<file path="config.mk">
export PLATFORM = sky130hd
export DESIGN_NAME = bsf_slice
export DESIGN_NICKNAME = d
export VERILOG_FILES = /design/src/bsf_alu.v /design/src/bsf_slice.v
export VERILOG_INCLUDE_DIRS = /design/src /design/src/src
export SDC_FILE = /design/constraint.sdc
export NUM_CORES = 1
export LEC_CHECK = 0
export ABC_AREA = 1
export BUFFER_PORTS_ARGS = -buffer_cell sky130_fd_sc_hd__buf_2
export CORE_UTILIZATION = 35
export CTS_CLUSTER_DIAMETER = 80
export DETAILED_ROUTE_END_ITERATION = 16
export GPL_TIMING_DRIVEN = 0
export SYNTH_ARGS = -nofsm -noshare
export SYNTH_HDL_FRONTEND = slang
export SYNTH_HIERARCHICAL = 1
export SYNTH_SLANG_ARGS = --single-unit
</file>
<file path="constraint.sdc">
create_clock -name clk_i -period 4.7 [get_ports clk_i]
set_clock_uncertainty 0.2 [all_clocks]
set_input_delay 0 -clock clk_i [delete_from_list [all_inputs] [get_ports clk_i]]
set_output_delay 0 -clock clk_i [all_outputs]
set_load 0.1 [all_outputs]
</file>
<file path="src/bsf_defines.vh">
// Purpose: constants for the four-bit special-function slice
// Assumes: included by bare name from the slice sources
// Notes: special codes sit on the upper instruction field while the low field is zero
`ifndef BSF_DEFINES_VH
`define BSF_DEFINES_VH
`define BSF_W            4
`define BSF_LOW_SPECIAL  5'h00
`define BSF_FN_UMUL      4'h0
`define BSF_FN_TCMUL     4'h2
`define BSF_FN_INC       4'h4
`define BSF_FN_SMCONV    4'h5
`define BSF_FN_TCLAST    4'h6
`define BSF_FN_DNORM     4'h8
`define BSF_FN_DIVFIRST  4'ha
`define BSF_FN_TCDIV     4'hc
`define BSF_FN_TCDIVC    4'he
`define BSF_FN_SNORM     4'hf
`define BSF_REGS         16
`define BSF_ZERO4        4'h0
`define BSF_MSB          3
`endif

</file>
<file path="src/bsf_alu.v">
// Purpose: four-bit adder of the slice
// Assumes: pure combinational, same clock domain as the caller
// Notes: overflow formed from the two top carries
`timescale 1ns/100ps
`include "bsf_defines.vh"
module bsf_alu (
    input  wire [3:0] r_i,
    input  wire [3:0] s_i,
    input  wire       c_i,
    output wire [3:0] f_o,
    output wire       co_o,
    output wire       ovr_o
);
    wire [2:0] low_sum;
    wire [1:0] top_sum;

    assign low_sum = {1'b0, r_i[1:0]} + {1'b0, s_i[1:0]} + {2'h0, c_i};
    assign top_sum = {1'b0, r_i[2]} + {1'b0, s_i[2]} + {1'b0, low_sum[2]};
    assign f_o     = r_i + s_i + {3'h0, c_i};
    assign co_o    = (r_i[3] & s_i[3]) | ((r_i[3] | s_i[3]) & top_sum[1]);
    assign ovr_o   = co_o ^ top_sum[1];
endmodule // bsf_alu

</file>
<file path="src/bsf_slice.v">
// Purpose: special-function datapath of one cascadable four-bit alu slice
// Assumes: controls come from a pipeline register on clk_i; neighbour lines are synchronous
// Notes: two-way lines split into in, out and enable; zero line is open drain
// Operation
// RULE_01: low field zero selects special functions
// RULE_02: single normalize shifts queue up, zero in
// RULE_03: top carry out flags queue bits 3,2 differ
// RULE_04: top overflow flags queue bits 2,1 differ
// RULE_05: zero line high when queue all zero
// RULE_06: sign output shows top queue bit
// RULE_07: single normalize stores b plus carry
// RULE_08: double normalize shifts b and queue together
// RULE_09: double normalize flags from alu output
// RULE_10: double zero needs alu and queue zero
// RULE_11: conversion sign drives zero line
// RULE_12: most negative conversion raises overflow
// RULE_13: minus zero converts to all zero
// RULE_14: increment by one or two by carry
// RULE_15: lowest slice drives multiplier bit on zero
// RULE_16: multiply adds multiplicand when zero high
// RULE_17: multiply shifts result down into b
// RULE_18: top slice shifts carry into top
// RULE_19: queue and result shift down between slices
// RULE_20: controller preloads operands, steps sixteen times
// RULE_21: product ends in b and queue
// RULE_22: instruction enable high blocks writes
// RULE_23: each function has fixed upper code
`timescale 1ns/100ps
`include "bsf_defines.vh"
module bsf_slice (
    input  wire       clk_i,
    input  wire       rstn_i,
    input  wire [4:0] low_instruction_field_i,
    input  wire [3:0] upper_instruction_field_i,
    input  wire [3:0] a_addr_i,
    input  wire [3:0] b_addr_i,
    input  wire [3:0] external_data_port_i,
    input  wire       src_ext_i,
    input  wire       carry_input_i,
    input  wire       instruction_enable_i,
    input  wire       top_slice_i,
    input  wire       lowest_slice_i,
    input  wire       zero_line_i,
    input  wire       queue_shift_low_port_i,
    input  wire       queue_shift_high_port_i,
    input  wire       result_shift_low_port_i,
    input  wire       result_shift_high_port_i,
    output reg        zero_line_o,
    output reg        zero_line_oe_o,
    output reg        queue_shift_low_port_o,
    output reg        queue_shift_low_port_oe_o,
    output reg        queue_shift_high_port_o,
    output reg        queue_shift_high_port_oe_o,
    output reg        result_shift_low_port_o,
    output reg        result_shift_low_port_oe_o,
    output reg        result_shift_high_port_o,
    output reg        result_shift_high_port_oe_o,
    output reg        carry_output_o,
    output reg        overflow_flag_o,
    output reg        sign_o,
    output reg  [3:0] y_o
);
    reg  [3:0] regs_ff [0:`BSF_REGS-1];
    reg  [3:0] queue_ff;
    reg        special;
    reg        is_snorm;
    reg        is_dnorm;
    reg        is_umul;
    reg        is_inc;
    reg        is_conv;
    reg  [3:0] op_r;
    reg  [3:0] op_s;
    reg        op_c;
    reg  [3:0] nxt_b;
    reg  [3:0] nxt_queue;
    reg        wr_b;
    reg        wr_q;
    reg        nxt_zero;
    reg        nxt_zero_oe;
    reg        nxt_co;
    reg        nxt_ovr;
    reg        nxt_sign;
    reg        nxt_ql;
    reg        nxt_ql_oe;
    reg        nxt_qh;
    reg        nxt_qh_oe;
    reg        nxt_rl;
    reg        nxt_rl_oe;
    reg        nxt_rh;
    reg        nxt_rh_oe;
    wire [3:0] ram_a;
    wire [3:0] ram_b;
    wire [3:0] src_s;
    wire [3:0] alu_f;
    wire       alu_co;
    wire       alu_ovr;
    wire       neg_s;
    integer    i;

    assign ram_a = regs_ff[a_addr_i];
    assign ram_b = regs_ff[b_addr_i];
    assign src_s = src_ext_i ? external_data_port_i : ram_b;
    // the top slice uses its own sign bit; the others see it on the zero line,
    // which is registered, so a chain must hold the conversion for two cycles
    assign neg_s = top_slice_i ? src_s[`BSF_MSB] : zero_line_i; // RULE_11

    bsf_alu u_alu (
        .r_i   (op_r),
        .s_i   (op_s),
        .c_i   (op_c),
        .f_o   (alu_f),
        .co_o  (alu_co),
        .ovr_o (alu_ovr)
    );

    always @* begin
        special  = (low_instruction_field_i == `BSF_LOW_SPECIAL); // RULE_01
        is_snorm = special && (upper_instruction_field_i == `BSF_FN_SNORM); // RULE_23
        is_dnorm = special && (upper_instruction_field_i == `BSF_FN_DNORM); // RULE_23
        is_umul  = special && (upper_instruction_field_i == `BSF_FN_UMUL); // RULE_23
        is_inc   = special && (upper_instruction_field_i == `BSF_FN_INC); // RULE_23
        is_conv  = special && (upper_instruction_field_i == `BSF_FN_SMCONV); // RULE_23
        op_r        = `BSF_ZERO4;
        op_s        = ram_b;
        op_c        = carry_input_i;
        nxt_b       = ram_b;
        nxt_queue   = queue_ff;
        wr_b        = 1'b0;
        wr_q        = 1'b0;
        nxt_zero    = 1'b0;
        nxt_zero_oe = 1'b0;
        nxt_co      = alu_co;
        nxt_ovr     = alu_ovr;
        nxt_sign    = alu_f[`BSF_MSB];
        nxt_ql      = 1'b0;
        nxt_ql_oe   = 1'b0;
        nxt_qh      = 1'b0;
        nxt_qh_oe   = 1'b0;
        nxt_rl      = 1'b0;
        nxt_rl_oe   = 1'b0;
        nxt_rh      = 1'b0;
        nxt_rh_oe   = 1'b0;
        if (is_snorm) begin
            op_s      = ram_b; // RULE_07
            nxt_b     = alu_f; // RULE_07
            wr_b      = 1'b1;
            // lowest slice feeds zero, others take the neighbour's bit
            nxt_queue = {queue_ff[2:0], lowest_slice_i ? 1'b0 : queue_shift_low_port_i}; // RULE_02
            wr_q      = 1'b1;
            nxt_qh    = queue_ff[`BSF_MSB];
            nxt_qh_oe = 1'b1;
            nxt_co    = queue_ff[3] ^ queue_ff[2]; // RULE_03
            nxt_ovr   = queue_ff[2] ^ queue_ff[1]; // RULE_04
            nxt_sign  = queue_ff[`BSF_MSB]; // RULE_06
            // open drain: release to let the line go high only when all zero
            nxt_zero    = 1'b0; // RULE_05
            nxt_zero_oe = (queue_ff != `BSF_ZERO4); // RULE_05
        end else if (is_dnorm) begin
            op_s      = ram_b;
            op_c      = 1'b0;
            nxt_b     = {alu_f[2:0], queue_shift_high_port_i}; // RULE_08
            wr_b      = 1'b1;
            nxt_queue = {queue_ff[2:0], lowest_slice_i ? 1'b0 : queue_shift_low_port_i}; // RULE_08
            wr_q      = 1'b1;
            nxt_qh    = queue_ff[`BSF_MSB];
            nxt_qh_oe = 1'b1;
            nxt_rh    = alu_f[`BSF_MSB];
            nxt_rh_oe = 1'b1;
            nxt_co    = alu_f[3] ^ alu_f[2]; // RULE_09
            nxt_ovr   = alu_f[2] ^ alu_f[1]; // RULE_09
            nxt_sign  = alu_f[`BSF_MSB]; // RULE_09
            nxt_zero    = 1'b0;
            nxt_zero_oe = (alu_f != `BSF_ZERO4) || (queue_ff != `BSF_ZERO4); // RULE_10
        end else if (is_conv) begin
            // negative per neg_s: invert and add carry_input_i
            op_s     = neg_s ? ~src_s : src_s; // RULE_11
            if (top_slice_i) begin
                op_s[`BSF_MSB] = src_s[`BSF_MSB]; // RULE_13
            end
            op_c     = carry_input_i;
            nxt_b    = alu_f;
            wr_b     = 1'b1;
            // minus zero plus carry wraps to all zero; on the top slice a negative input whose sum has zero low three bits is stored as zero
            if (top_slice_i && neg_s && (alu_f[2:0] == 3'h0)) begin
                nxt_b = `BSF_ZERO4; // RULE_13
            end
            nxt_ovr  = top_slice_i && neg_s && (src_s[2:0] == 3'h0)
                       ? (alu_f[2:0] == 3'h0) : alu_ovr; // RULE_12
            if (top_slice_i) begin
                nxt_zero    = 1'b0;
                nxt_zero_oe = !src_s[`BSF_MSB]; // RULE_11
            end
        end else if (is_inc) begin
            op_s  = src_s;
            op_r  = {3'h0, lowest_slice_i}; // RULE_14
            op_c  = carry_input_i; // RULE_14
            nxt_b = alu_f;
            wr_b  = 1'b1;
        end else if (is_umul) begin
            // lowest slice reads its own multiplier bit; the registered zero line lags
            op_r  = (lowest_slice_i ? queue_ff[0] : zero_line_i) ? ram_a : `BSF_ZERO4; // RULE_16
            op_s  = ram_b;
            op_c  = carry_input_i;
            nxt_b = {top_slice_i ? alu_co : result_shift_high_port_i, alu_f[3:1]}; // RULE_17 RULE_18
            wr_b  = 1'b1;
            nxt_queue = {queue_shift_high_port_i, queue_ff[3:1]}; // RULE_19
            wr_q      = 1'b1;
            nxt_ql    = queue_ff[0]; // RULE_19
            nxt_ql_oe = 1'b1;
            nxt_rl    = alu_f[0]; // RULE_19 RULE_21
            nxt_rl_oe = 1'b1;
            if (lowest_slice_i) begin
                nxt_zero    = 1'b0;
                nxt_zero_oe = !queue_ff[0]; // RULE_15
            end
        end
    end

    // register file and queue writes; no reset on the array keeps it a plain memory
    always @(posedge clk_i) begin
        if (!instruction_enable_i && wr_b) begin
            regs_ff[b_addr_i] <= nxt_b; // RULE_22
        end
    end

    always @(posedge clk_i or negedge rstn_i) begin
        if (!rstn_i) begin
            queue_ff <= `BSF_ZERO4;
        end else if (!instruction_enable_i && wr_q) begin
            queue_ff <= nxt_queue; // RULE_22
        end
    end

    // registered outputs: flags appear one cycle after the inputs that form them
    always @(posedge clk_i or negedge rstn_i) begin
        if (!rstn_i) begin
            zero_line_o                 <= 1'b0;
            zero_line_oe_o              <= 1'b0;
            queue_shift_low_port_o      <= 1'b0;
            queue_shift_low_port_oe_o   <= 1'b0;
            queue_shift_high_port_o     <= 1'b0;
            queue_shift_high_port_oe_o  <= 1'b0;
            result_shift_low_port_o     <= 1'b0;
            result_shift_low_port_oe_o  <= 1'b0;
            result_shift_high_port_o    <= 1'b0;
            result_shift_high_port_oe_o <= 1'b0;
            carry_output_o              <= 1'b0;
            overflow_flag_o             <= 1'b0;
            sign_o                      <= 1'b0;
            y_o                         <= `BSF_ZERO4;
        end else begin
            zero_line_o                 <= nxt_zero;
            zero_line_oe_o              <= nxt_zero_oe;
            queue_shift_low_port_o      <= nxt_ql;
            queue_shift_low_port_oe_o   <= nxt_ql_oe;
            queue_shift_high_port_o     <= nxt_qh;
            queue_shift_high_port_oe_o  <= nxt_qh_oe;
            result_shift_low_port_o     <= nxt_rl;
            result_shift_low_port_oe_o  <= nxt_rl_oe;
            result_shift_high_port_o    <= nxt_rh;
            result_shift_high_port_oe_o <= nxt_rh_oe;
            carry_output_o              <= nxt_co;
            overflow_flag_o             <= nxt_ovr;
            sign_o                      <= nxt_sign;
            y_o                         <= nxt_b;
        end
    end
endmodule // bsf_slice

</file>
==> out/metrics.cfg, run 1 <==
[status]
status = finished clean

[placed_design]
dp_cells = 836
place_ws_ns = -0.166
place_area_um2 = 5380
gp_congestion = 0.905
portBuffers = 44
hpwl_um = 11200

[sta]
layout_setup_ws_ns = 0.209
final.min_clock_period_ns = 4.49
worstMarginPinSlew_ns = 0.897
setup_viol = 0
finalHoldWorstSlack_ns = 0.00144
timing.fmax_mhz = 223
post-route-period-util_pct = 95.6
slew_headroom_pct = 40.2
slew_violations = 0
hold_viol_final = 0
fin_setup_tns_ns = 0

[setup_path]
endpoint_kind = register
endpoint = zero_line_oe_o
cp_data_required_time_ns = 4.72
r2r_slack_ns = 0.27
crit_fanout = 6
r2r-end = zero_line_oe_o
cp.arrival_ns = 4.51
path_class = primary input to register
worstSetupStartpointType = primary input
reg2reg_depth = 27
critPathLaunch = low_instruction_field_i[2]
timing.rr.start = regs_ff[11][3]

[yosys]
synth_top_area_share_pct = 39.1
yosysUniqueCellTypes = 42
syn_area_per_cell_um2 = 8.01
ys_seq_area_share_pct = 48.7
synthTopCellsByArea = edfxtp_1 39%, nand2_1 16%, dfrtp_1 9.7%
synth_nets = 656
yosys.area.top_type = edfxtp_1
synth.cell_area_um2 = 4920
synthCells = 614
synth-seq-cells = 83
yosysWarnings = 6

[clock_tree]
path_clk_slew_ns = 0.06
clkLatencyLatePin_ns = 0.35
cts_root_buf = clkbuf_16
clk_path_buf_depth = 2
cts_tree = yes
cts.htree.levels = 3
cts_made_buffers = 9
clock-sinks = 83

[floorplan]
die_area_um2 = 14500
fp.dieW_um = 121
initial_core_util_pct = 36.6
rows = 42
ioPinCount = 50
fp.coreArea_um2 = 13500
die-height_um = 121

[layout]
final-instance-count-excl-fill = 880
final_area_um2 = 5970
fillCellCount = 1329
drive_gt1_share_pct = 17.6
reg.largest.list = regs_ff x64, queue_ff x4, y_o x4
area_growth_pct = 21.4
nets = 741
multi_input_area_um2 = 2200
insertedDiodeCount = 0
largest_reg_flops = 64
regMostFlops = regs_ff
final_core_util_pct = 44.4
regArea_um2 = 2400

[detailed_routing]
dr.first_iter.drc_count = 537
drt-pass1-iter-count = 5
drc = 0
vias = 4772
ant_nets = 0
viasPerCell = 5.42
routedWlPerCell_um = 17.7
wl_um = 15500

[power_and_ir_drop]
ir_drop_mv = 0.222
p_per_area_nw_per_um2 = 308
p_leak_nw = 2.77
finalPower_mw = 1.84

[worst_hold_path]
worstHoldPathType = primary input to register
hold_path_depth = 6

[global_routing]
grt_max_degree = 20
grt_pass1_wl_um = 23400
grt_pass1_vias = 4432
antenna_found_initial = 0
grt_use_total_pct = 21.6
grt_overflow = 0

[job]
maxCapViolations = 0

## what timing repair did
| item | 4_1_cts | 5_1_grt |
|---|---|---|
| resized for setup | 1 | 7 |
| pin swaps | 0 | 3 |
| hold endpoints to repair | 32 | 0 |
| hold buffers | 21 | 0 |
| setup endpoints to repair | 17 | 34 |
| setup buffers | 0 | 7 |
## worst max-delay path, stage by stage
cell           delay [ns]
dlygate4sd3_1        0.53
buf_2                0.12
nor2_2               0.08
dlygate4sd3_1        0.59
nand2_4              0.11
nor2_4               0.16
nand3_4              0.13
inv_4                0.10
and2_4               0.14
nand3_1              0.06
o21ai_0              0.07
inv_1                0.08
fa_1                 0.44
inv_2                0.09
fa_1                 0.21
fa_2                 0.50
inv_1                0.08
ha_1                 0.15
nand3_1              0.07
o21ai_0              0.14
nand4_1              0.10
dlygate4sd3_1        0.55
## report_power, final
part           internal [mW]  total [mW]  leakage (nW)  switching [mW]
logic                 0.0880       0.311          1.81           0.223
registers              0.812       0.817         0.825         0.00429
clock network          0.413       0.711         0.137           0.298
total                   1.31        1.84          2.77           0.525
## cell families (layout without fill, tap and decap cells)
family	after synthesis	count (layout)	synth area share (%)
fa+ha+maj	9	9	2.75
xor+xnor	1	1	0.178
simple gates	336	336	29.2
flops	83	83	48.7
compound gates	101	101	11.7
buf+inv	83	173	7.35
other cells	1	1	0.0762
## per-layer routing
layer,vias up,GRT usage (%),part of all wire (%)
li1,2185,-,-
met1,2285,30.1,42
met2,268,33.4,46
met3,34,3.54,9.3
met4,0,9.03,2.7
met5,-,0,0
## synth_stat cells
cell type,instances
nor2_4,2
inv_1,48
clkinv_1,1
o221ai_1,7
edfxtp_1,64
clkbuf_1,8
a21oi_2,2
or2_2,4
a31oi_1,1
inv_6,1
buf_6,3
o21bai_1,1
o21ai_0,52
a211oi_1,2
ha_1,6
inv_2,12
inv_4,1
nor2_1,77
nand3_1,21
or2_4,1
a21oi_1,15
nand2_4,6
nand4_1,5
nor2_2,4
fa_1,3
or2_1,1
o22ai_1,5
o2111ai_1,2
buf_4,4
nand2_1,205
buf_2,4
o211ai_1,6
o21ai_1,8
and2_1,1
nor2_8,1
nand2_2,3
conb_1,1
dfrtp_1,19
nand3_2,3
xnor2_1,1
buf_1,1
nor3_1,2
## area by class of cell
type / instances / share of cell area [%]
flip-flops and latches: 83 / 40.1
multi-input cells: 448 / 36.8
repair buffers: 74 / 8.34
inverters: 63 / 4.13
clock buffers: 10 / 3.83
well taps: 176 / 3.69
plain buffers: 20 / 1.97
clock inverters: 6 / 1.11
## worst min path at each step
stage                                    start                           to
global route        low_instruction_field_i[4]   result_shift_low_port_oe_o
global placement                        rstn_i  result_shift_high_port_oe_o
detailed placement                      rstn_i     result_shift_high_port_o
finish              low_instruction_field_i[4]   result_shift_low_port_oe_o
floorplan                               rstn_i               carry_output_o
CTS                                b_addr_i[2]               regs_ff[14][3]
## layout by cell type (no fill, tap or decap), types with 2 or more instances in the layout
master / Yosys / layout
inv_4: 1 / 2
nand2_1: 205 / 205
or2_2: 4 / 4
nand3_1: 21 / 19
ha_1: 6 / 6
nor3_1: 2 / 2
dlygate4sd3_1: 0 / 21
buf_2: 4 / 48
nor2_2: 4 / 5
clkbuf_16: 0 / 9
a21oi_2: 2 / 2
inv_6: 1 / 2
nand2_2: 3 / 3
nor2_4: 2 / 2
nand3_2: 3 / 3
inv_2: 12 / 11
a211oi_1: 2 / 2
o21ai_0: 52 / 51
o21ai_1: 8 / 9
nor2_1: 77 / 76
o211ai_1: 6 / 6
o221ai_1: 7 / 7
a21oi_1: 15 / 15
o22ai_1: 5 / 5
buf_4: 4 / 13
inv_1: 48 / 48
buf_6: 3 / 3
fa_1: 3 / 2
nand4_1: 5 / 5
nand3_4: 0 / 2
edfxtp_1: 64 / 64
dfrtp_1: 19 / 19
clkbuf_1: 8 / 9
clkinv_1: 1 / 2
clkinvlp_4: 0 / 2
nand2_4: 6 / 6
Note: power is estimated with default switching activity, not from simulation.
==> run 2, diff against run 1 <==
CORE_UTILIZATION = 50   (was 35)
PLACE_DENSITY = 0.69   (was default)
==> run 2 against run 1 <==
  * Setup slack improved by 0.14 ns
  * Utilization increased by 17 points
  * Clock power decreased by 31%
  * Die area fell by 30%
  * Critical endpoint unchanged
==> out/metrics.cfg, run 2 (synthesis gave the netlist of run 1 again) <==
[sta]
fin_setup_tns_ns = 0
setup_viol = 0
final.min_clock_period_ns = 4.35
timing.fmax_mhz = 230
post-route-period-util_pct = 92.6
worstMarginPinSlew_ns = 0.983
finalHoldWorstSlack_ns = 0.00306
hold_viol_final = 0
slew_headroom_pct = 34.5
layout_setup_ws_ns = 0.348
slew_violations = 0

[power_and_ir_drop]
power_frac_comb_pct = 19.0
p_sw_share_pct = 32.0
clkPwrFrac_pct = 30.3
switchingPower_uw = 516
p_leak_nw = 2.69
p_per_area_nw_per_um2 = 281
sequentialPowerShare_pct = 50.6
ir_drop_mv = 0.207
internal-power_mw = 1.09

[setup_path]
cpMaxStageDelayCell = dlygate4sd3_1
path_class = register to register
crit_path_frequent_cell = nand2_1
cp_data_required_time_ns = 4.75
worstSetupStartpointType = register
endpoint_kind = register
critical-path-max-stage-delay_ns = 0.57
cp.arrival_ns = 4.40
reg2reg_depth = 27
crit_fanout = 6

[global_routing]
grt_max_degree = 20
antenna_found_initial = 0
grt_use_total_pct = 31.0
grt_overflow = 0
grt_pass1_wl_um = 23100
grt_pass1_vias = 4467

[placed_design]
hpwl_um = 10600
portBuffers = 44
gp_congestion = 0.951
place_area_um2 = 5320
place_ws_ns = -0.242

[layout]
final_area_um2 = 5740
nets = 731
regMostFlops = regs_ff
largest_reg_flops = 64
layout_commonest_cell = nand2_1
area_growth_pct = 16.7
reg.largest.list = regs_ff x64, queue_ff x4, y_o x4
final_cell_mix = 205 x nand2_1, 76 x nor2_1, 64 x edfxtp_1
insertedDiodeCount = 0
fillCellCount = 865
drive_gt1_share_pct = 17.1

[floorplan]
die_area_um2 = 10200
fp.coreArea_um2 = 9370
fp.dieW_um = 101
rows = 35
initial_core_util_pct = 52.5
ioPinCount = 50
die-height_um = 101

[clock_tree]
clock-sinks = 83
cts_made_buffers = 9
post-cts-setup-buffer-count = 0
cts.htree.levels = 3
cts_root_buf = clkbuf_8
clkLatencyLatePin_ns = 0.37
path_clk_slew_ns = 0.09
clk_path_buf_depth = 2
cts_tree = yes

[detailed_routing]
drt-pass1-iter-count = 5
viasPerCell = 5.61
vias = 4619
drc = 0
routedWlPerCell_um = 18.4
wl_um = 15200
ant_nets = 0
dr.first_iter.drc_count = 555

[worst_hold_path]
worstHoldPathType = primary input to register
hold_path_depth = 6

[job]
maxCapViolations = 0

[status]
status = finished clean

==> run 2: changes by cell type in the layout (fill, tap and decap cells not counted), sizes merged <==
cell,before,now
bufinv,1,0
clkinvlp,2,1
clkbuf,18,17
nand3,24,25
dlygate4sd3,21,19
buf,65,56
inv,63,67
clkinv,3,2
==> run 2: area by class of cell <==
cell class                      instances  area [µm²]  share of cell area [%]
Inverter                               63         244                    4.25
Buffer                                 20         118                    2.05
Tap cell                              129         161                    2.81
Sequential cell                        83        2400                    41.8
Clock inverter                          7        56.3                   0.981
Clock buffer                            9         124                    2.16
Multi-Input combinational cell        449        2230                    38.8
Timing Repair Buffer                   63         410                    7.15
==> run 2: path summary, 6_finish.rpt <==
check                                           start  slack [ns]                          to
max                                    regs_ff[11][3]        0.35              zero_line_oe_o
min                        low_instruction_field_i[3]       0.003  result_shift_low_port_oe_o
max reg2reg                            regs_ff[11][3]        0.35              zero_line_oe_o
min reg2reg                               queue_ff[1]        0.37                 queue_ff[2]
max in group asynchronous                      rstn_i        3.14  queue_shift_high_port_oe_o
min in group asynchronous                      rstn_i        0.62    result_shift_high_port_o
==> run 2: power groups by stage <==
stage	combinational, mW	clock [mW]	sequential [mW]
detailed placement	0.284	0	0.832
floorplan	0.152	0	0.871
global route	0.333	0.528	0.817
finish	0.307	0.488	0.816
global placement	0.277	0	0.833
CTS	0.294	0.494	0.816
==> run 2: per-stage QoR <==
step                cells  power [mW]  utilization [%]
detailed placement    787        1.12             56.7
finish                823        1.61             61.2
global placement      787        1.11             56.6
global route          823        1.68             61.2
floorplan             614        1.02                -
CTS                   821        1.60             60.6
==> run 2: what timing repair did <==
item                       CTS  global route
hold buffers                18             2
gates cloned                 0             1
setup endpoints to repair   17            34
hold endpoints to repair    32             1
resized for setup            1             7
==> run 2: metal layers <==
metal | routed length, µm | global-route usage [%]
met1 | 6220 | 40.7
met2 | 7010 | 49.1
met3 | 1310 | 6.07
met4 | 617 | 15.8
met5 | 0 | 0
==> run 2: worst max-delay path, delay by kind of cell, from the launching register on <==
| family | cells | cell delay (ns) |
|---|---|---|
| compound gates | 2 | 0.28 |
| fa+ha+maj | 4 | 1.20 |
| buf+inv | 6 | 0.92 |
| flops | 1 | 0.38 |
| simple gates | 15 | 1.24 |
==> run 3, diff against run 2 <==
CORE_ASPECT_RATIO = 1.1   (was default)
==> run 3 against run 2 <==
  * Sequential cell count unchanged
  * Sequential share of layout area decreased by 0.79 points
  * Die area is essentially flat
  * Non-clock buffer count rose by 10
  * First-iteration DRC count fell by 25%
  * Power rose by 7.1%
  * Critical path depth decreased by 7
  * Setup slack lost 0.13 ns
  * Critical endpoint unchanged
==> out/metrics.cfg, run 3 (synthesis gave the netlist of run 1 again) <==
[detailed_routing]
drt-pass1-iter-count = 6
vias = 4620
viasPerCell = 5.63
wl_um = 14000
routedWlPerCell_um = 17.1
drc = 0
ant_nets = 0
dr.first_iter.drc_count = 415

[setup_path]
crit_fanout = 7
worstSetupStartpointType = primary input
cp.arrival_ns = 4.54
endpoint_kind = register
path_class = primary input to register
cp_data_required_time_ns = 4.75

[sta]
slew_headroom_pct = 40.5
worstMarginPinSlew_ns = 0.892
hold_viol_final = 0
post-route-period-util_pct = 95.3
timing.fmax_mhz = 223
rsz0062_at_grt = no
slew_violations = 0
setup_viol = 0
final.min_clock_period_ns = 4.48

[clock_tree]
cts.htree.levels = 3
clock-sinks = 83
cts_made_buffers = 9
path_clk_slew_ns = 0.10
cts_tree = yes
cts_root_buf = clkbuf_8
clk_path_buf_depth = 2
clkLatencyLatePin_ns = 0.37

[status]
status = finished clean

[layout]
final_cell_mix = 205 x nand2_1, 76 x nor2_1, 64 x edfxtp_1
fillCellCount = 831
insertedDiodeCount = 0
nets = 740
largest_reg_flops = 64
regMostFlops = regs_ff
area_growth_pct = 18.9
reg.largest.list = regs_ff x64, queue_ff x4, y_o x4
layout_commonest_cell = nand2_1
drive_gt1_share_pct = 17.2
final-instance-count-excl-fill = 820

[placed_design]
portBuffers = 44
gp_congestion = 1.00
hpwl_um = 9970
dp_cells = 776

[global_routing]
grt_overflow = 0
grt_pass1_vias = 4471
grt_max_degree = 20
grt_use_total_pct = 29.3
antenna_found_initial = 0
grt_pass1_wl_um = 21900

[floorplan]
die-height_um = 106
fp.coreArea_um2 = 9440
ioPinCount = 50
initial_core_util_pct = 52.1
fp.dieW_um = 96.6
die_area_um2 = 10200
rows = 37

[power_and_ir_drop]
ir_drop_mv = 0.201
p_per_area_nw_per_um2 = 295
finalPower_mw = 1.72
p_leak_nw = 2.74

[job]
maxCapViolations = 0

[worst_hold_path]
worstHoldPathType = primary input to register

[run 3: cell type report]
class / instances / area [µm²] / area share [%]
buffer: 20 / 118 / 2.01
sequential: 83 / 2400 / 41.0
inverter: 63 / 244 / 4.17
clock buffer: 11 / 174 / 2.97
tap: 117 / 146 / 2.50
clock inverter: 5 / 67.6 / 1.16
multi-input combinational: 448 / 2200 / 37.6
timing repair buffer: 73 / 500 / 8.56
[run 3: where the power goes]
group          switching (mW)  internal, mW  leakage, nW
clock network           0.287         0.320        0.123
registers             0.00381         0.812        0.825
logic                   0.218        0.0844         1.79
total                   0.509          1.22         2.74
[run 3: critical path, stage by stage]
cell,delay [ns]
dlygate4sd3_1,0.54
buf_2,0.16
nor2_4,0.14
dlygate4sd3_1,0.66
nand3_4,0.15
inv_2,0.12
and2_1,0.19
nand3_1,0.10
o21ai_0,0.08
inv_1,0.08
fa_1,0.43
inv_2,0.07
fa_1,0.18
fa_2,0.50
inv_1,0.09
ha_1,0.15
nand3_1,0.08
o21ai_0,0.15
nand4_1,0.10
dlygate4sd3_1,0.56
[run 3: what timing repair did]
item / CTS / global route
endpoints found under the setup margin: 17 / 34
cloned: 0 / 0
hold endpoints to repair: 32 / 1
buffers inserted: 0 / 3
gates resized for setup: 1 / 5
hold buffers: 24 / 2
pin swaps: 0 / 1
[run 3: layer usage]
layer	GRT usage, %	up-vias	wire (µm)
li1	-	2184	-
met1	33.8	2127	5350
met2	50.9	254	6990
met3	5.65	55	1130
met4	14.4	0	573
met5	0	-	0
[run 3: final timing paths]
| check | start | depth (start not counted) | slack [ns] | end |
|---|---|---|---|---|
| max | upper_instruction_field_i[0] | 20 | 0.22 | zero_line_oe_o |
| max in group asynchronous | rstn_i | 3 | 3.23 | queue_ff[1] |
| min reg2reg | queue_ff[1] | 2 | 0.36 | queue_ff[2] |
| min | low_instruction_field_i[3] | 7 | 0.02 | queue_shift_low_port_o |
| min in group asynchronous | rstn_i | 3 | 0.57 | queue_shift_low_port_o |
| max reg2reg | regs_ff[15][0] | 23 | 0.35 | zero_line_oe_o |
[run 3: stage by stage]
step / hold WS (ns) / worst slack [ns] / util, % / cell area (µm²) / TNS, ns
5_1_grt: 0.0270 / 0.0119 / 61.9 / 5850 / 0
2_1_floorplan: -0.496 / 0.930 / - / 4920 / 0
4_1_cts: 0.0211 / 0.0380 / 61.3 / 5790 / 0
3_3_place_gp: -0.259 / -0.120 / 56.0 / 5290 / -1.93
6_report: 0.0182 / 0.219 / 61.9 / 5850 / 0
3_5_place_dp: -0.254 / -0.148 / 56.2 / 5310 / -2.39
